--- src/rtl/oad_pkg.sv ---
// package for the orientation and activity detector: register map,
// reset values, field positions, state codes and hysteresis limits.
// assumes samples arrive as 8-bit signed counts at 16 counts per g.
package oad_pkg;

   ////////////////////////////////////////////////////////////////////
   // register byte offsets on the axi4-lite slave
   localparam logic [7:0] OFS_CTRL = 8'h00; // block enables
   localparam logic [7:0] OFS_ROT_QUAL = 8'h04; // orientation qualify
   localparam logic [7:0] OFS_WAKE_QUAL = 8'h08; // wake qualify count
   localparam logic [7:0] OFS_SLEEP_QUAL = 8'h0C; // sleep qualify count
   localparam logic [7:0] OFS_WAKE_THR = 8'h10; // wake change threshold
   localparam logic [7:0] OFS_SLEEP_THR = 8'h14; // sleep change threshold
   localparam logic [7:0] OFS_TILT_THR = 8'h18; // orientation angle thr
   localparam logic [7:0] OFS_HYST = 8'h1C; // rotation hysteresis
   localparam logic [7:0] OFS_MASK = 8'h20; // axis state mask
   localparam logic [7:0] OFS_STATUS = 8'h24; // live state, read only
   localparam logic [7:0] OFS_INT_STAT = 8'h28; // sticky events, ro
   localparam logic [7:0] OFS_INT_CLR = 8'h2C; // write one to clear
   localparam logic [7:0] OFS_INT_EN = 8'h30; // interrupt enables

   ////////////////////////////////////////////////////////////////////
   // reset values
   localparam logic [1:0] RST_CTRL = 2'h3;
   localparam logic [7:0] RST_ROT_QUAL = 8'h00;
   localparam logic [7:0] RST_WAKE_QUAL = 8'h00;
   localparam logic [7:0] RST_SLEEP_QUAL = 8'h00;
   localparam logic [7:0] RST_WAKE_THR = 8'h20; // 0.5 g
   localparam logic [7:0] RST_SLEEP_THR = 8'h60; // 1.5 g
   localparam logic [7:0] RST_TILT_THR = 8'h1C; // about 26 degrees
   localparam logic [3:0] RST_HYST = 4'h8; // +/-15 degrees
   localparam logic [2:0] RST_MASK = 3'h7;
   localparam logic [2:0] RST_INT_EN = 3'h0;

   ////////////////////////////////////////////////////////////////////
   // field positions
   localparam int CTRL_ROT_EN = 0; // orientation engine enable
   localparam int CTRL_ACT_EN = 1; // activity engine enable
   localparam int MASK_X = 2; // x axis state mask
   localparam int MASK_Y = 1; // y axis state mask
   localparam int MASK_Z = 0; // z axis state mask
   localparam int EVT_ROT = 0; // orientation changed
   localparam int EVT_WAKE = 1; // went active
   localparam int EVT_SLEEP = 2; // went inactive
   localparam int STAT_ACTIVE = 3; // status bit: active state
   localparam logic [3:0] SLEEP_PRESCALE_LAST = 4'hF; // 16 samples

   ////////////////////////////////////////////////////////////////////
   // orientation states
   typedef enum logic [2:0] {
      ORI_FACE_UP = 3'b000,
      ORI_FACE_DOWN = 3'b001,
      ORI_ROT_0 = 3'b010,
      ORI_ROT_90 = 3'b011,
      ORI_ROT_180 = 3'b100,
      ORI_ROT_270 = 3'b101
   } oad_ori_t;

   ////////////////////////////////////////////////////////////////////
   // acceptance limits per hysteresis code, in 64 counts per g
   // (sample times four). code 8 gives 0.866 g and 0.5 g.
   localparam logic [6:0] HYST_HI [16] = '{
      7'h30, 7'h31, 7'h32, 7'h34, 7'h34, 7'h35, 7'h36, 7'h37,
      7'h37, 7'h39, 7'h3A, 7'h3B, 7'h3C, 7'h3D, 7'h3D, 7'h3E};
   localparam logic [6:0] HYST_LO [16] = '{
      7'h2B, 7'h29, 7'h27, 7'h26, 7'h25, 7'h24, 7'h22, 7'h21,
      7'h20, 7'h1E, 7'h1C, 7'h1A, 7'h17, 7'h15, 7'h13, 7'h11};

endpackage

--- src/rtl/oad_detect.sv ---
// orientation and activity detector with an axi4-lite register slave.
// assumes sample inputs come from logic on clk_sys, with sample_valid
// a one-cycle pulse per set of axes at the output sample rate.
//
// Design decisions made here: the register addresses and the AXI4-Lite interface to the registers.
`timescale 1ns/10ps
module oad_detect
   import oad_pkg::*;
(
   // clock and reset
   input wire logic clk_sys,
   input wire logic rst_b,
   // axis samples
   input wire logic sample_valid,
   input wire logic signed [7:0] sample_x,
   input wire logic signed [7:0] sample_y,
   input wire logic signed [7:0] sample_z,
   // axi4-lite write address
   input wire logic s_axi_awvalid,
   output logic s_axi_awready,
   input wire logic [7:0] s_axi_awaddr,
   input wire logic [2:0] s_axi_awprot,
   // axi4-lite write data
   input wire logic s_axi_wvalid,
   output logic s_axi_wready,
   input wire logic [31:0] s_axi_wdata,
   input wire logic [3:0] s_axi_wstrb,
   // axi4-lite write response
   output logic s_axi_bvalid,
   input wire logic s_axi_bready,
   output logic [1:0] s_axi_bresp,
   // axi4-lite read address
   input wire logic s_axi_arvalid,
   output logic s_axi_arready,
   input wire logic [7:0] s_axi_araddr,
   input wire logic [2:0] s_axi_arprot,
   // axi4-lite read data
   output logic s_axi_rvalid,
   input wire logic s_axi_rready,
   output logic [31:0] s_axi_rdata,
   output logic [1:0] s_axi_rresp,
   // state and interrupt
   output logic [2:0] orientation_state,
   output logic active_state,
   output logic irq
);

   ////////////////////////////////////////////////////////////////////
   // registers written by software
   logic [1:0] ctrl_ff; // engine enables
   logic [7:0] rot_qual_ff; // orientation qualify count
   logic [7:0] wake_qualify_count_ff;
   logic [7:0] sleep_qualify_count_ff;
   logic [7:0] wake_change_threshold_ff;
   logic [7:0] sleep_change_threshold_ff;
   logic [7:0] tilt_thr_ff; // orientation angle threshold
   logic [3:0] rotation_hysteresis_setting_ff;
   logic [2:0] axis_mask_ff; // x, y, z axis state masks
   logic [2:0] int_en_ff; // interrupt enables
   logic [2:0] int_stat_ff; // sticky events

   // bus state
   logic aw_got_ff; // write address captured
   logic w_got_ff; // write data captured
   logic [7:0] aw_addr_ff;
   logic [31:0] w_data_ff;
   logic [3:0] w_strb_ff;
   logic bvalid_ff;
   logic [1:0] bresp_ff;
   logic rvalid_ff;
   logic [31:0] rdata_ff;
   logic [1:0] rresp_ff;
   logic wr_go; // both halves present, commit this cycle
   logic ar_take; // read address accepted this cycle
   logic wr_hit; // write address is a writable offset

   // detector state
   oad_ori_t ori_ff; // accepted orientation
   oad_ori_t pend_ff; // candidate being qualified
   oad_ori_t cand; // candidate from this sample
   logic active_ff; // activity state
   logic [2:0] wake_axes_ff; // axes that caused the last wake
   logic signed [7:0] prev_ff [3]; // last sample set
   logic [3:0] pre_ff; // sleep step prescaler
   logic signed [7:0] smp [3]; // current sample set
   logic [2:0] over_wake; // axis change above wake threshold
   logic [2:0] under_sleep; // axis change below sleep threshold
   logic rot_fire, wake_fire, sleep_fire;
   logic rot_hold, wake_hold, sleep_hold;
   logic sleep_step;
   logic [2:0] evt; // events this cycle

   ////////////////////////////////////////////////////////////////////
   // axi4-lite write channel: address and data taken in either order
   assign s_axi_awready = ~aw_got_ff & ~bvalid_ff;
   assign s_axi_wready = ~w_got_ff & ~bvalid_ff;
   assign wr_go = aw_got_ff & w_got_ff & ~bvalid_ff;
   assign s_axi_bvalid = bvalid_ff;
   assign s_axi_bresp = bresp_ff;

   // capture write address and data
   always_ff @(posedge clk_sys) begin
      if (!rst_b) begin
         aw_got_ff <= 1'b0;
         w_got_ff <= 1'b0;
         aw_addr_ff <= 8'h00;
         w_data_ff <= 32'h0000_0000;
         w_strb_ff <= 4'h0;
      end else begin
         if (s_axi_awvalid & s_axi_awready) begin
            aw_got_ff <= 1'b1;
            aw_addr_ff <= s_axi_awaddr;
         end else if (wr_go) begin
            aw_got_ff <= 1'b0;
         end
         if (s_axi_wvalid & s_axi_wready) begin
            w_got_ff <= 1'b1;
            w_data_ff <= s_axi_wdata;
            w_strb_ff <= s_axi_wstrb;
         end else if (wr_go) begin
            w_got_ff <= 1'b0;
         end
      end
   end

   // decode of the write address
   always_comb begin
      unique case (aw_addr_ff)
         OFS_CTRL, OFS_ROT_QUAL, OFS_WAKE_QUAL, OFS_SLEEP_QUAL,
         OFS_WAKE_THR, OFS_SLEEP_THR, OFS_TILT_THR, OFS_HYST,
         OFS_MASK, OFS_INT_CLR, OFS_INT_EN: wr_hit = 1'b1;
         default: wr_hit = 1'b0; // read-only or unmapped
      endcase
   end

   // write response, slverr for unmapped or read-only offsets
   always_ff @(posedge clk_sys) begin
      if (!rst_b) begin
         bvalid_ff <= 1'b0;
         bresp_ff <= 2'b00;
      end else if (wr_go) begin
         bvalid_ff <= 1'b1;
         bresp_ff <= wr_hit ? 2'b00 : 2'b10;
      end else if (s_axi_bready) begin
         bvalid_ff <= 1'b0;
      end
   end

   // configuration registers; only byte lane 0 carries data
   always_ff @(posedge clk_sys) begin
      if (!rst_b) begin
         ctrl_ff <= RST_CTRL;
         rot_qual_ff <= RST_ROT_QUAL;
         wake_qualify_count_ff <= RST_WAKE_QUAL;
         sleep_qualify_count_ff <= RST_SLEEP_QUAL;
         wake_change_threshold_ff <= RST_WAKE_THR;
         sleep_change_threshold_ff <= RST_SLEEP_THR;
         tilt_thr_ff <= RST_TILT_THR;
         rotation_hysteresis_setting_ff <= RST_HYST;
         axis_mask_ff <= RST_MASK;
         int_en_ff <= RST_INT_EN;
      end else if (wr_go & w_strb_ff[0]) begin
         unique case (aw_addr_ff)
            OFS_CTRL: ctrl_ff <= w_data_ff[1:0];
            OFS_ROT_QUAL: rot_qual_ff <= w_data_ff[7:0];
            OFS_WAKE_QUAL: wake_qualify_count_ff <= w_data_ff[7:0];
            OFS_SLEEP_QUAL: sleep_qualify_count_ff <= w_data_ff[7:0];
            OFS_WAKE_THR: wake_change_threshold_ff <= w_data_ff[7:0];
            OFS_SLEEP_THR: sleep_change_threshold_ff <= w_data_ff[7:0];
            OFS_TILT_THR: tilt_thr_ff <= w_data_ff[7:0];
            OFS_HYST: rotation_hysteresis_setting_ff <= w_data_ff[3:0];
            OFS_MASK: axis_mask_ff <= w_data_ff[2:0];
            OFS_INT_EN: int_en_ff <= w_data_ff[2:0];
            default: begin
               // clear register and unmapped offsets store nothing
            end
         endcase
      end
   end

   ////////////////////////////////////////////////////////////////////
   // axi4-lite read channel: one read in flight, answer next cycle
   assign s_axi_arready = ~rvalid_ff;
   assign ar_take = s_axi_arvalid & ~rvalid_ff;
   assign s_axi_rvalid = rvalid_ff;
   assign s_axi_rdata = rdata_ff;
   assign s_axi_rresp = rresp_ff;

   // read mux; unused high bits read as zero
   always_ff @(posedge clk_sys) begin
      if (!rst_b) begin
         rvalid_ff <= 1'b0;
         rdata_ff <= 32'h0000_0000;
         rresp_ff <= 2'b00;
      end else if (ar_take) begin
         rvalid_ff <= 1'b1;
         rresp_ff <= 2'b00;
         unique case (s_axi_araddr)
            OFS_CTRL: rdata_ff <= {30'h0, ctrl_ff};
            OFS_ROT_QUAL: rdata_ff <= {24'h0, rot_qual_ff};
            OFS_WAKE_QUAL: rdata_ff <= {24'h0, wake_qualify_count_ff};
            OFS_SLEEP_QUAL: rdata_ff <= {24'h0, sleep_qualify_count_ff};
            OFS_WAKE_THR: rdata_ff <= {24'h0, wake_change_threshold_ff};
            OFS_SLEEP_THR: rdata_ff <= {24'h0, sleep_change_threshold_ff};
            OFS_TILT_THR: rdata_ff <= {24'h0, tilt_thr_ff};
            OFS_HYST: rdata_ff <= {28'h0, rotation_hysteresis_setting_ff};
            OFS_MASK: rdata_ff <= {29'h0, axis_mask_ff};
            OFS_STATUS: rdata_ff <= {25'h0, wake_axes_ff, active_ff, ori_ff};
            OFS_INT_STAT: rdata_ff <= {29'h0, int_stat_ff};
            OFS_INT_EN: rdata_ff <= {29'h0, int_en_ff};
            OFS_INT_CLR: rdata_ff <= 32'h0000_0000; // write only
            default: begin
               rdata_ff <= 32'h0000_0000;
               rresp_ff <= 2'b10; // unmapped
            end
         endcase
      end else if (s_axi_rready) begin
         rvalid_ff <= 1'b0;
      end
   end

   ////////////////////////////////////////////////////////////////////
   // orientation candidate from one sample set
   always_comb begin
      logic signed [9:0] ax4, ay4, hi, lo;
      logic [16:0] r2; // in-plane magnitude squared
      logic [20:0] r2_64, t2;
      ax4 = {sample_x, 2'b00}; // 64 counts per g, like the limits
      ay4 = {sample_y, 2'b00};
      hi = signed'({3'b000, HYST_HI[rotation_hysteresis_setting_ff]});
      lo = signed'({3'b000, HYST_LO[rotation_hysteresis_setting_ff]});
      r2 = 17'(unsigned'(16'(sample_x * sample_x)))
         + 17'(unsigned'(16'(sample_y * sample_y)));
      r2_64 = {r2, 4'h0};
      t2 = {5'h00, 16'(tilt_thr_ff * tilt_thr_ff)};
      cand = ori_ff; // between limits the state stays put
      if (r2_64 <= t2) begin
         // too flat to tell a screen direction
         cand = sample_z[7] ? ORI_FACE_DOWN : ORI_FACE_UP;
      end else if (ay4 > hi && ax4 > -lo && ax4 < lo) begin
         cand = ORI_ROT_0;
      end else if (ax4 > hi && ay4 > -lo && ay4 < lo) begin
         cand = ORI_ROT_90;
      end else if (ay4 < -hi && ax4 > -lo && ax4 < lo) begin
         cand = ORI_ROT_180;
      end else if (ax4 < -hi && ay4 > -lo && ay4 < lo) begin
         cand = ORI_ROT_270;
      end else if (ori_ff == ORI_FACE_UP || ori_ff == ORI_FACE_DOWN) begin
         // tilted but in no rotation window: leave face state
         cand = ori_ff;
      end
   end

   // candidate must match the pending one and differ from the state
   assign rot_hold = ctrl_ff[CTRL_ROT_EN] & (cand == pend_ff)
      & (cand != ori_ff);

   oad_qualify u_rot_qual (
      .clk_sys(clk_sys),
      .rst_b(rst_b),
      .sample(sample_valid),
      .step(1'b1),
      .hold(rot_hold),
      .limit(rot_qual_ff),
      .fire(rot_fire)
   );

   // orientation state and pending candidate
   always_ff @(posedge clk_sys) begin
      if (!rst_b) begin
         ori_ff <= ORI_FACE_UP;
         pend_ff <= ORI_FACE_UP;
      end else if (sample_valid) begin
         pend_ff <= cand;
         if (rot_fire) begin
            ori_ff <= cand;
         end
      end
   end

   ////////////////////////////////////////////////////////////////////
   // per-axis change in acceleration against both thresholds
   assign smp[0] = sample_x;
   assign smp[1] = sample_y;
   assign smp[2] = sample_z;

   generate
      for (genvar i = 0; i < 3; i++) begin : g_axis
         logic signed [8:0] diff;
         logic [8:0] mag;
         logic [10:0] mag4; // scaled like the thresholds
         assign diff = 9'(smp[i]) - 9'(prev_ff[i]);
         assign mag = diff[8] ? 9'(-diff) : diff;
         assign mag4 = {mag, 2'b00};
         // bit 2 of the masks is x, bit 0 is z
         assign over_wake[2 - i] = mag4 > {3'h0, wake_change_threshold_ff};
         assign under_sleep[2 - i] =
            mag4 < {3'h0, sleep_change_threshold_ff};
      end
   endgenerate

   // previous sample set; the first delta after reset is from zero
   always_ff @(posedge clk_sys) begin
      if (!rst_b) begin
         prev_ff <= '{8'sh00, 8'sh00, 8'sh00};
      end else if (sample_valid) begin
         prev_ff <= smp;
      end
   end

   ////////////////////////////////////////////////////////////////////
   // activity engine
   assign wake_hold = ctrl_ff[CTRL_ACT_EN] & ~active_ff
      & (|over_wake);
   assign sleep_hold = ctrl_ff[CTRL_ACT_EN] & active_ff
      & (&under_sleep);
   // one sleep step per sixteen held samples
   assign sleep_step = (pre_ff == SLEEP_PRESCALE_LAST);

   // sleep prescaler, restarted whenever the sleep candidate lapses
   always_ff @(posedge clk_sys) begin
      if (!rst_b) begin
         pre_ff <= 4'h0;
      end else if (sample_valid) begin
         pre_ff <= sleep_hold ? pre_ff + 4'h1 : 4'h0;
      end
   end

   oad_qualify u_wake_qual (
      .clk_sys(clk_sys),
      .rst_b(rst_b),
      .sample(sample_valid),
      .step(1'b1), // one count per sample
      .hold(wake_hold),
      .limit(wake_qualify_count_ff),
      .fire(wake_fire)
   );

   oad_qualify u_sleep_qual (
      .clk_sys(clk_sys),
      .rst_b(rst_b),
      .sample(sample_valid),
      .step(sleep_step),
      .hold(sleep_hold),
      .limit(sleep_qualify_count_ff),
      .fire(sleep_fire)
   );

   // activity state and the axes that woke it
   always_ff @(posedge clk_sys) begin
      if (!rst_b) begin
         active_ff <= 1'b0;
         wake_axes_ff <= 3'h0;
      end else if (wake_fire) begin
         active_ff <= 1'b1;
         wake_axes_ff <= over_wake;
      end else if (sleep_fire) begin
         active_ff <= 1'b0;
      end
   end

   ////////////////////////////////////////////////////////////////////
   // events; activity events only for unmasked axes
   assign evt[EVT_ROT] = rot_fire;
   assign evt[EVT_WAKE] = wake_fire & |(over_wake & axis_mask_ff);
   assign evt[EVT_SLEEP] = sleep_fire & (|axis_mask_ff);

   // sticky status; a new event beats a clear in the same cycle
   always_ff @(posedge clk_sys) begin
      if (!rst_b) begin
         int_stat_ff <= 3'h0;
      end else if (wr_go & w_strb_ff[0] & (aw_addr_ff == OFS_INT_CLR)) begin
         int_stat_ff <= (int_stat_ff & ~w_data_ff[2:0]) | evt;
      end else begin
         int_stat_ff <= int_stat_ff | evt;
      end
   end

   // level interrupt while any enabled event is pending
   assign irq = |(int_stat_ff & int_en_ff);
   assign orientation_state = ori_ff;
   assign active_state = active_ff;

endmodule

--- src/rtl/oad_qualify.sv ---
// qualify counter: a candidate must hold for a programmed number of
// steps before it fires. assumes sample is a one-cycle pulse; sample and step come
// from logic on clk_sys.
`timescale 1ns/10ps
module oad_qualify
   import oad_pkg::*;
(
   // clock and reset
   input wire logic clk_sys,
   input wire logic rst_b,
   // evaluation
   input wire logic sample, // a new sample set is being judged
   input wire logic step, // this sample advances the count
   input wire logic hold, // candidate still holds
   input wire logic [7:0] limit, // programmed qualify count
   // result
   output logic fire // candidate accepted this cycle
);

   logic [7:0] cnt_ff; // steps held so far
   logic [7:0] nxt_cnt;

   ////////////////////////////////////////////////////////////////////
   // accept once the count reaches the limit on a step
   assign fire = sample & hold & step & (cnt_ff >= limit);

   // next count: cleared whenever the candidate lapses
   always_comb begin
      nxt_cnt = cnt_ff;
      if (sample & ~hold) begin
         nxt_cnt = 8'h00;
      end else if (fire) begin
         nxt_cnt = 8'h00; // restart for the next change
      end else if (sample & step & (cnt_ff != 8'hFF)) begin
         nxt_cnt = cnt_ff + 8'h01; // saturates, never wraps
      end
   end

   // counter register
   always_ff @(posedge clk_sys) begin
      if (!rst_b) begin
         cnt_ff <= 8'h00;
      end else begin
         cnt_ff <= nxt_cnt;
      end
   end

endmodule

--- config.mk ---
export PLATFORM = sky130hd
export DESIGN_NAME = oad_detect
export DESIGN_NICKNAME = d
export VERILOG_FILES = /design/src/rtl/oad_pkg.sv /design/src/rtl/oad_detect.sv /design/src/rtl/oad_qualify.sv
export SDC_FILE = /design/constraint.sdc
export NUM_CORES = 1
export LEC_CHECK = 0
export ABC_CLOCK_PERIOD_IN_PS = 10400
export BUFFER_PORTS_ARGS = -buffer_cell sky130_fd_sc_hd__buf_2
export CORE_ASPECT_RATIO = 0.9
export CORE_MARGIN = 5
export CORE_UTILIZATION = 30
export DETAILED_ROUTE_END_ITERATION = 8
export PLACE_DENSITY = 0.56
export SLEW_MARGIN = 40
export SYNTH_ARGS = -nofsm -noshare
export SYNTH_HDL_FRONTEND = slang
export SYNTH_SLANG_ARGS = --single-unit
--- constraint.sdc ---
create_clock -name clk_sys -period 10.4 [get_ports clk_sys]
set_input_delay 1.04 -clock clk_sys [delete_from_list [all_inputs] [get_ports clk_sys]]
set_output_delay 1.04 -clock clk_sys [all_outputs]
set_load 0.02 [all_outputs]
Word level (Yosys, flattened, before mapping)
Memory sizes are Yosys's and may differ from the RTL's. Cells that the tools add are included.

Register bits: 182. Bits in read-only memories: 224. Input bits: 90. Output and inout bits: 46. Logic and storage cells: 208. Memories: 2.

Add/subtract/negate cells: 13. Multiply operators: 3. Order comparisons: 19. Equal/unequal tests: 28. Muxes and demuxes: 28. Bitwise operators: 47. Reduce and logical (&&, ||, !) cells: 36.

Memories: (name not given) (depth 16, width 7, rd ports 1, clocked after memory_dff 0, write ports 0, RTL line oad_detect.sv:231) `lo = signed'({3'b000, HYST_LO[rotation_hysteresis_setting_ff]});`; (name not given) (depth 16, width 7, rd ports 1, clocked after memory_dff 0, write ports 0, RTL line oad_detect.sv:230) `hi = signed'({3'b000, HYST_HI[rotation_hysteresis_setting_ff]});`.

Operators by type and width (count): $pmux W8 S12 (1); $eq A8 B5 Y1 const B (8); $eq A8 B6 Y1 const B (8); $mul A8 B8 Y16 (3); $gt A11 B8 Y1 (3); $lt A11 B8 Y1 (3); $eq A8 B4 Y1 const B (4); $and A1 B1 Y1 (31); $mux W7 (4); $mux W9 (3); $neg A9 Y9 (3); $sub A8 B8 Y9 (3); $add A8 B1 Y8 const B (3); $ge A8 B8 Y1 (3); $ne A8 B8 Y1 const B (3); $reduce_and A2 Y1 (11); $le A21 B16 Y1 (1); $reduce_or A3 Y1 (7); $gt A10 B10 Y1 (2); $gt A10 B8 Y1 (2); $lt A10 B10 Y1 (2); $lt A10 B8 Y1 (2); $neg A7 Y10 (2); $mux W3 (6); other kinds (21) (56).

Logic depth before layout (Yosys ltp)
Gate-level depths: netlist of run 1.

Depth in word-level cells: 20. Mapped depth: 37.

Modules after synthesis
From an unflattened synthesis of run 1, not the netlist that was laid out.

Cells, all modules: 2135. Area total of the unflattened synthesis: 17828.3 um2.

Modules (own cells, without submodules): oad_detect (instances 1, cells an instance 1901, area each 15655.0 um2); oad_qualify (instances 3, cells an instance 78, area each 724.4 um2).

Least setup slack after synthesis of run 1
No wires, ideal clock.

Kind: input to register. Start point: input port sample_x[7]. End point: register ori_ff[0] (netlist: orientation_state[0]). Arrival time: 7.595 ns. Required time: 10.275 ns. Setup slack: 2.679 ns. Cell stages on the path: 34. Cell sequence: clkbuf_1 inv_2 nor2_1 xnor2_1 ha_1 fa_1 fa_1 inv_1 fa_1 inv_1 ha_1 inv_1 nor2_1 nor2_1 o21bai_1 a21oi_1 xnor2_1 ha_1 a21oi_1 o21ai_0 a21oi_1 xnor2_1 ha_1 a211oi_1 nand2_1 o31ai_1 nand4_1 or3_1 clkbuf_1 o311a_1 xnor2_1 o311a_1 nand4b_1 mux2i_1.

Longest elaborated chain between the ends: 14. Elaborated cells between the ends (all ways): 27.

Ends and longest elaborated chain: from (decl) (RTL line oad_detect.sv:15) `input wire logic signed [7:0] sample_x,`; parallel branches: the longest is 7 deep, another holds $le A21 B16 Y1; $mux W3 (*) (RTL line oad_detect.sv:237) `if (r2_64 <= t2) begin`; $eq A3 B3 Y1 (RTL line oad_detect.sv:255) `assign rot_hold = ctrl_ff[CTRL_ROT_EN] & (cand == pend_ff)`; $and A1 B1 Y1 (RTL line oad_detect.sv:255); $and A1 B1 Y1 (RTL line oad_detect.sv:256) `& (cand != ori_ff);`; $and A1 B1 Y1 (2 in a row) (RTL line oad_qualify.sv:25) `assign fire = sample & hold & step & (cnt_ff >= limit);`; $reduce_and A2 Y1 (no line); to (signal assigned) (RTL line oad_detect.sv:276) `ori_ff <= cand;`; to (decl) (RTL line oad_detect.sv:78) `oad_ori_t ori_ff;`.

Mark *: on every way between the ends. A chain may end at the register's enable or synchronous reset.

Worst setup path after layout of run 1
Start point: input port sample_y[7]. End point: register u_rot_qual.cnt_ff[6].

Longest elaborated chain between the ends: 14. Elaborated cells between the ends (all ways): 29.

Ends and longest elaborated chain: from (decl) (RTL line oad_detect.sv:16) `input wire logic signed [7:0] sample_y,`; parallel branches: the longest is 7 deep, another holds $le A21 B16 Y1; $mux W3 (*) (RTL line oad_detect.sv:237); $eq A3 B3 Y1 (RTL line oad_detect.sv:255); $and A1 B1 Y1 (RTL line oad_detect.sv:255); $and A1 B1 Y1 (*) (RTL line oad_detect.sv:256); $and A1 B1 Y1 / $not A1 Y1 (equally long branches) (RTL line oad_qualify.sv:25, oad_qualify.sv:30); $and A1 B1 Y1 (on tied branches) (RTL line oad_qualify.sv:25, oad_qualify.sv:30); $reduce_or A3 Y1 (no line) (*); to (signal assigned) (RTL line oad_qualify.sv:44) `cnt_ff <= nxt_cnt;`; to (decl) (RTL line oad_qualify.sv:20) `logic [7:0] cnt_ff;`.

Marked as above.

==> results of run 1 <==
[flip-flops by register name (all words and copies together), names as in the netlist, 4 cells and up]
name	flops
rot_qual_ff	8
u_sleep_qual.cnt_ff	8
sleep_qualify_count_ff	8
rotation_hysteresis_setting_ff	4
wake_change_threshold_ff	8
sleep_change_threshold_ff	8
aw_addr_ff	8
u_rot_qual.cnt_ff	8
tilt_thr_ff	8
w_data_ff	8
prev_ff	24
pre_ff	4
u_wake_qual.cnt_ff	8
wake_qualify_count_ff	8
s_axi_rdata	8
[cell type report]
class / instances / area [um2]
Multi-Input combinational cell: 1552 / 12600
Antenna cell: 1 / 2.50
Fill cell: 5988 / 38000
Timing Repair Buffer: 80 / 414
Inverter: 295 / 1110
Clock inverter: 15 / 134
Clock buffer: 17 / 425
Sequential cell: 156 / 3120
Tap cell: 765 / 957
[power groups by stage]
stage | sequential, W | clock, W | combinational [W]
after floorplan | 0.000662 | 0 | 0.00251
after global placement | 0.000668 | 0 | 0.00313
after detailed placement | 0.000670 | 0 | 0.00322
after CTS | 0.000656 | 0.000618 | 0.00324
after global routing | 0.000659 | 0.000640 | 0.00368
final | 0.000656 | 0.000601 | 0.00327
[synthesized netlist by cell type, types with 5 or more instances]
cell	n	area, um2
inv_1	292	1100
ha_1	243	3040
nand2_1	170	638
dfxtp_1	156	3120
nor2_1	149	559
a21oi_1	115	576
fa_1	113	2260
mux2i_1	86	861
xnor2_1	82	718
clkbuf_1	55	206
o21ai_0	55	275
a21o_1	51	383
nand3_1	45	225
and2_1	43	269
nor3_1	43	215
xor2_1	35	307
a31oi_1	26	163
buf_4	26	195
nand2b_1	23	144
nor2b_1	22	138
nand4_1	17	106
a221oi_1	14	123
and3_1	14	87.6
or3_1	12	75.1
o21a_1	11	82.6
a211oi_1	9	67.6
nor4_1	9	56.3
o21bai_1	9	67.6
a222oi_1	7	70.1
mux2_2	7	78.8
and4_1	6	52.6
nor3b_1	6	45.0
o211ai_1	6	45.0
or2_2	6	37.5
a41oi_1	5	43.8
o211a_1	5	50.1
[layer usage]
layer | part of all wire, % | routed length (um)
met4 | 1.2 | 543
met2 | 46 | 20400
met1 | 49 | 21400
met5 | 0 | 0
met3 | 3.8 | 1670
[cells by family after synthesis]
family	Yosys count	share of synthesized area (%)
simple gates	583	16.4
buf+inv	379	8.87
compound gates	369	14.1
fa+ha+maj	356	30.9
flops	156	18.2
xor+xnor	117	5.97
mux	93	5.48
other cells	1	0.0219
[worst max path at each step]
stage | from | endpoint | slack (ns) | cells after the start
finish | sample_y[7] | u_rot_qual.cnt_ff[6]$_SDFFE_PP0P_ | 1.88 | 35
global route | sample_x[0] | u_rot_qual.cnt_ff[6]$_SDFFE_PP0P_ | 1.20 | 33
CTS | sample_y[7] | u_rot_qual.cnt_ff[6]$_SDFFE_PP0P_ | 1.86 | 35
detailed placement | sample_x[0] | u_rot_qual.cnt_ff[6]$_SDFFE_PP0P_ | 1.42 | 33
global placement | sample_y[7] | u_rot_qual.cnt_ff[6]$_SDFFE_PP0P_ | 1.33 | 35
floorplan | sample_x[7] | orientation_state[0]$_SDFFE_PN0P_ | 2.68 | 34
[stage by stage]
| stage | hold slack [ns] | power, W | setup WS, ns |
|---|---|---|---|
| 2_1_floorplan | 0.436 | 0.00318 | 2.68 |
| 3_3_place_gp | 0.446 | 0.00380 | 1.33 |
| 3_5_place_dp | 0.451 | 0.00389 | 1.42 |
| 4_1_cts | 0.461 | 0.00452 | 1.86 |
| 5_1_grt | 0.491 | 0.00498 | 1.20 |
| 6_report | 0.457 | 0.00453 | 1.88 |
[critical path, delay by kind of cell]
family	cells	cell delay, ns
AND/OR/NAND/NOR	6	1.23
AO/OA/AOI/OAI	11	2.39
XOR/XNOR	4	0.63
buffers and inverters	7	0.83
adder cells (fa/ha/maj)	7	2.69
[cells in the final DEF, fill, tap and decap left out, drive strengths merged, types with 80 or more instances in the layout]
cell and count:
xnor2 82, dfxtp 156, fa 113, buf 80
a21oi 115, nand2 170, inv 299, nor2 149
mux2i 86, ha 243
==> tab_implementation.tex, run 1 <==
\begin{tabular}{lr}
\hline
Metric & Value \\
\hline
\multicolumn{2}{l}{\textbf{CTS}} \\
Number of buffers on the longest clock path & 2 \\
H-tree level count & 4 \\
Master cell of the clock root buffer & clkbuf\_16 \\
TritonCTS clock tree & done \\
Cells resized by post-CTS repair & 0 \\
Sinks on the clock net & $\sim$160 \\
Number of hold-repair buffers added at the cts stage & 0 \\
\# Post-CTS Setup Buffers & 0 \\
Number of CTS-inserted buffers & 17 \\
Clock-pin slew on the worst setup and hold paths & roughly 0.070 ns \\
Clock insertion delay at the later pin of the skew report & between 0.4 and 0.5 ns \\
\multicolumn{2}{l}{\textbf{Logic synthesis}} \\
Number of warnings reported in the yosys synthesis log & 0 \\
Async SR Flop Fraction & 0\% \\
Post-synth design cell area & 0.0172 mm2 \\
Synthesized flop and latch total & $\sim$160 \\
Cell count after synthesis & 2054 \\
Share of synthesized area occupied by flip-flops and latches & roughly 18\% \\
Distinct cell type count after synthesis & slightly below 80 \\
Primary FF master, synth & dfxtp\_1 \\
EDFF count, synth & 0 \\
Syn Area/Cell & approximately 8.4 um2 \\
\multicolumn{2}{l}{\textbf{Drt}} \\
Routed wire per std cell & between 15 and 20 um \\
Routed vias & about 14000 \\
Remaining routing DRC violations & 0 \\
Violation count after the first detailed-route iteration & between 900 and 1000 \\
Routed WL & between 40000 and 50000 um \\
Number of detailed-route iterations in the first pass & 5 \\
Post-route ant nets & 0 \\
Via count normalized by instance count & between 4 and 5 \\
\multicolumn{2}{l}{\textbf{Critical path}} \\
Worst reg2reg setup slack & between 2 and 3 ns \\
Critical Path Sink Type & flop \\
Critical Path Source Type & primary input \\
Worst EP arrival & around 9 ns \\
Worst-path fanout max & 14 \\
Category of the critical setup timing path & primary input to flop \\
Highest-delay cell along the critical path & or3\_1 \\
Most frequent cell on the critical path & inv\_1 \\
FF-to-FF Start & tilt\_thr\_ff[0]\$\_SDFFE\_PN0P\_ \\
Worst path required time & about 11 ns \\
FF-to-FF path depth & 32 \\
Capture point of the worst reg-to-reg path & u\_rot\_qual.cnt\_ff[6]\$\_SDFFE\_PP0P\_ \\
Largest incremental delay on the critical path & between 0.5 and 0.6 ns \\
\multicolumn{2}{l}{\textbf{Place}} \\
Last weighted congestion value of the routability-driven placer & 0.902 \\
\# port buffers & between 70 and 80 \\
Cell count after placement & between 2000 and 3000 \\
Half-perimeter wire length after detailed placement & 35400 um \\
Standard cell area after detailed placement & roughly 0.018 mm2 \\
\multicolumn{2}{l}{\textbf{Global routing}} \\
Met2 layer usage reported by global route & a little under a quarter \\
Most Used Layer, Global Route & met2 \\
Global-route total usage across every layer & about 14\% \\
First-pass GRT wire length & a little over 70000 um \\
GR Util met1 & 19.8\% \\
Vias in the first global route & 14200 \\
Maximum number of pins on one net before global-route repair & 98 \\
Global route overflow & 0 \\
Global Route met3 Usage & roughly 1.9\% \\
Antenna violations before repair & 0 \\
\multicolumn{2}{l}{\textbf{Timing}} \\
Setup repair after global routing missed its margin & false \\
Accumulated negative setup slack & 0 ns \\
Count of endpoints failing setup in the final report & 0 \\
Count of final max-slew check failures & 0 \\
Count of final hold-check violations & 0 \\
Final cycle utilization of the critical path & 81.9\% \\
Max Fclk & approximately 120 MHz \\
Setup skew after layout & between 0.006 and 0.007 ns \\
Period minus WS final & about 8.5 ns \\
Transition at the pin with the smallest max-transition slack & 0.820 ns \\
Headroom to the max-slew limit & 44.5\% \\
\multicolumn{2}{l}{\textbf{Power and ir drop}} \\
Power density of the placed cells & about 240 mW/mm2 \\
Switch Pwr & about 0.0022 W \\
VDD IR max & 0.375 mV \\
Power share of the clock group & between 10\% and 20\% \\
Share of total power consumed by net switching & approximately 49\% \\
Static power due to leakage & a little under 9 nW \\
Power share of the combinational group & a little over 70\% \\
Sequential power share & 14.5\% \\
Cell internal power dissipation & roughly 0.0023 W \\
\multicolumn{2}{l}{\textbf{Min path}} \\
Worst hold path type & flop to flop \\
Hold Path End & aw\_addr\_ff[1]\$\_SDFFE\_PN0P\_ \\
Source of the worst hold timing path & aw\_addr\_ff[1]\$\_SDFFE\_PN0P\_ \\
Hold-critical path depth & 2 \\
\multicolumn{2}{l}{\textbf{Finish}} \\
Final Util & about a third \\
P\&R area growth vs syn & 9.68\% \\
Share of cells above drive strength 1 & between 6 and 7\% \\
Net count of the finished layout & between 2000 and 3000 \\
Final std cell area, no fill & roughly 0.019 mm2 \\
Final cell count without fillers & 2881 \\
\multicolumn{2}{l}{\textbf{Flow run}} \\
Total of max-cap violations & 0 \\
\multicolumn{2}{l}{\textbf{Floorplanning}} \\
Row count & between 80 and 90 \\
Core outline area & between 0.05 and 0.06 mm2 \\
Horizontal die dimension & 262 um \\
Die Y & around 240 um \\
Die footprint & $\sim$0.062 mm2 \\
Count of pins on the block boundary & around 140 \\
Initial Utilization & 30.2\% \\
\multicolumn{2}{l}{\textbf{Run status}} \\
Run status & complete, no violations \\
\hline
\end{tabular}
(Power assumes the default switching activity.)
==> run 2, diff against run 1 <==
ABC_CLOCK_PERIOD_IN_PS = 7800   (was 10400)
PLACE_DENSITY = 0.57   (was 0.56)
clock period = 7.8 ns   (was 10.4 ns; I/O delays follow)
==> run 2 against run 1 <==
Clock power increased by 35%. Die area is the same. Clock skew increased by 0.013 ns. Count of clock-buffer cells in the layout rose by 2. Core utilization grew 0.87 points. Sequential share of layout area is 0.42 points lower. Global-route usage fell by 0.12 points. Routed wire length shrank 1.9%. First-iteration DRC count up 0.32%. Sequential power is 34% higher. Cell area increased by 2.6%. Critical endpoint is now orientation_state[0]$_SDFFE_PN0P_. Largest power group unchanged. Highest routed layer unchanged.
==> tab_implementation.tex, run 2 (synthesized netlist as in run 1, its figures left out) <==
\begin{tabular}{lr}
\hline
Metric & Value \\
\hline
\multicolumn{2}{l}{\textbf{Timing}} \\
Final cycle utilization of the critical path & around 93\% \\
Headroom to the max-slew limit & 47.4\% (+2.9 points) \\
Count of endpoints failing setup in the final report & 0 (unchanged) \\
Period minus WS final & roughly 7.3 ns \\
Count of final hold-check violations & 0 (unchanged) \\
Count of final max-slew check failures & 0 (unchanged) \\
Setup skew after layout & 0.0200 ns (+0.0133 ns) \\
Transition at the pin with the smallest max-transition slack & 0.785 ns (-0.0348 ns) \\
Max Fclk & around 140 MHz \\
Post-route setup slack & 0.512 ns (-1.37 ns) \\
\multicolumn{2}{l}{\textbf{Flow run}} \\
Total of max-cap violations & 0 (unchanged) \\
\multicolumn{2}{l}{\textbf{Drt}} \\
Violation count after the first detailed-route iteration & 945 (+0.32\%) \\
Routed wire per std cell & 14.7 um (-3.9\%) \\
Routed vias & 14300 (+1.4\%) \\
Post-route ant nets & 0 (unchanged) \\
Number of detailed-route iterations in the first pass & 6 (+1) \\
Routed WL & 43200 um (-1.9\%) \\
Remaining routing DRC violations & 0 (unchanged) \\
Via count normalized by instance count & 4.87 (-0.73\%) \\
\multicolumn{2}{l}{\textbf{Critical path}} \\
Gate family responsible for the most delay along the worst path & adder cells \\
Timing endpoint of the critical path & orientation\_state[0]\$\_SDFFE\_PN0P\_ \\
Worst reg2reg setup slack & 0.62 ns (-2.09 ns) \\
Worst path required time & 8.13 ns (-2.59 ns) \\
Number of buffers and inverters on the critical path & 6 (-1) \\
Worst EP arrival & 7.61 ns (-1.23 ns) \\
Category of the critical setup timing path & primary input to flop \\
Number of stages on the worst setup path & 35 (unchanged) \\
Critical Path Source Type & primary input \\
FF-to-FF path depth & 32 (unchanged) \\
Highest-delay cell along the critical path & fa\_1 \\
Critical Path Sink Type & flop \\
Capture point of the worst reg-to-reg path & orientation\_state[0]\$\_SDFFE\_PN0P\_ \\
Worst-path fanout max & 4 (-10) \\
Launching element of the worst setup path & sample\_y[4] \\
FF-to-FF Start & tilt\_thr\_ff[5]\$\_SDFFE\_PN0P\_ \\
Largest incremental delay on the critical path & 0.53 ns (-0.03 ns) \\
\multicolumn{2}{l}{\textbf{CTS}} \\
Clock insertion delay at the later pin of the skew report & 0.44 ns (about the same) \\
Sinks on the clock net & 156 (unchanged) \\
Number of buffers on the longest clock path & 2 (unchanged) \\
Clock-pin slew on the worst setup and hold paths & 0.07 ns (about the same) \\
TritonCTS clock tree & done \\
Number of CTS-inserted buffers & 17 (unchanged) \\
Master cell of the clock root buffer & clkbuf\_16 \\
H-tree level count & 4 (unchanged) \\
Number of hold-repair buffers added at the cts stage & 0 (unchanged) \\
\multicolumn{2}{l}{\textbf{Place}} \\
\# port buffers & 76 (unchanged) \\
Last weighted congestion value of the routability-driven placer & 0.886 (-1.8\%) \\
Post-placement worst setup slack & -0.0517 ns (-1.47 ns) \\
Standard cell area after detailed placement & 0.0187 mm2 (+2.5\%) \\
Half-perimeter wire length after detailed placement & 35200 um (-0.61\%) \\
\multicolumn{2}{l}{\textbf{Floorplanning}} \\
Core outline area & 0.0568 mm2 (unchanged) \\
Row count & 83 (unchanged) \\
Count of pins on the block boundary & 136 (unchanged) \\
Horizontal die dimension & 262 um (unchanged) \\
Die Y & 237 um (unchanged) \\
Die footprint & 0.0621 mm2 (unchanged) \\
Initial Utilization & 30.2\% (unchanged) \\
\multicolumn{2}{l}{\textbf{Power and ir drop}} \\
Power consumption & 0.00636 W (+41\%) \\
Power density of the placed cells & 330 mW/mm2 (+37\%) \\
Static power due to leakage & 9.24 nW (+3.3\%) \\
VDD IR max & 0.702 mV (+87\%) \\
\multicolumn{2}{l}{\textbf{Global routing}} \\
Vias in the first global route & 14400 (+1.5\%) \\
First-pass GRT wire length & 72600 um (+0.59\%) \\
Maximum number of pins on one net before global-route repair & 65 (-34\%) \\
Antenna violations before repair & 0 (unchanged) \\
Global route overflow & 0 (unchanged) \\
Global-route total usage across every layer & 14.0\% (-0.12 points) \\
\multicolumn{2}{l}{\textbf{Finish}} \\
Register ranked first by flip-flop count & prev\_ff \\
Final std cell area, no fill & 0.0193 mm2 (+2.6\%) \\
Largest register FFs & 24 (unchanged) \\
Share of cells above drive strength 1 & 9.51\% (+2.7 points) \\
Net count of the finished layout & 2610 (+2.4\%) \\
P\&R area growth vs syn & 12.6\% \\
Number of inserted diodes & 0 (-1) \\
Commonest cells after routing, fill and taps aside & inv\_1 (292), ha\_1 (243), nand2\_1 (170), dfxtp\_1 (156), nor2\_1 (148) \\
Most common library cell in the layout ignoring fill and taps & inv\_1 \\
Final Util & 34.0\% (+0.87 points) \\
\multicolumn{2}{l}{\textbf{Min path}} \\
Worst hold path type & flop to flop \\
\multicolumn{2}{l}{\textbf{Run status}} \\
Run status & complete, no violations \\
\hline
\end{tabular}
-- run 2: cell count changes in the layout (fill, tap and decap cells not counted), moves of 2 or more --
cell	previous run	this run
buf_4	3	66
clkinv_2	2	0
clkbuf_1	0	2
a21oi_2	0	3
clkinv_4	4	1
a21oi_1	115	112
clkinvlp_4	3	5
-- run 2: cell type report --
class	count	area (um2)
fillers	5925	37500
clock inverters	13	134
well taps	765	957
clock buffers	19	433
repair buffers	142	876
inverters	295	1110
flip-flops and latches	156	3120
multi-input cells	1552	12700
-- run 2: what timing repair did --
action / in CTS / in global routing
gates resized for setup: 0 / 6
setup endpoints to repair: 0 / 12
setup buffers: 0 / 0
-- run 2: how the worst min path moves through the flow --
stage                                from                         end  slack [ns]  cells after the start
2_1_floorplan  aw_addr_ff[1]$_SDFFE_PN0P_  aw_addr_ff[1]$_SDFFE_PN0P_        0.44                      2
3_5_place_dp   aw_addr_ff[0]$_SDFFE_PN0P_  aw_addr_ff[0]$_SDFFE_PN0P_        0.45                      2
3_3_place_gp    w_strb_ff[0]$_SDFFE_PN0P_   w_strb_ff[0]$_SDFFE_PN0P_        0.45                      2
5_1_grt         w_strb_ff[0]$_SDFFE_PN0P_   w_strb_ff[0]$_SDFFE_PN0P_        0.49                      2
4_1_cts         w_strb_ff[0]$_SDFFE_PN0P_   w_strb_ff[0]$_SDFFE_PN0P_        0.46                      2
6_report       aw_addr_ff[0]$_SDFFE_PN0P_  aw_addr_ff[0]$_SDFFE_PN0P_        0.46                      2
-- run 2: report_power, final --
group / internal, W / switching [W]
Clock: 0.000448 / 0.000366
Sequential: 0.000831 / 0.0000480
Combinational: 0.00215 / 0.00252
-- run 2: per-layer routing --
metal  vias to the layer above  wire [um]  global-route usage (%)
met5                         -          0                       0
met4                         0        798                    3.26
met3                        54       2040                    2.02
met2                       302      19400                    22.7
met1                      6826      21000                    19.8
li1                       7152          -                       -
-- run 2: worst min-delay path, delay by kind of cell (launching register included) --
family | cells | cell delay [ns]
flops | 1 | 0.31
simple gates | 1 | 0.05
compound gates | 1 | 0.05
-- run 2: through the flow --
step | instances | setup TNS [ns] | hold slack [ns]
final | 2942 | 0 | 0.460
after global routing | 2942 | -0.0798 | 0.491
after CTS | 2942 | 0 | 0.462
after detailed placement | 2910 | -0.293 | 0.451
after global placement | 2910 | 0 | 0.449
after floorplan | 2087 | 0 | 0.436
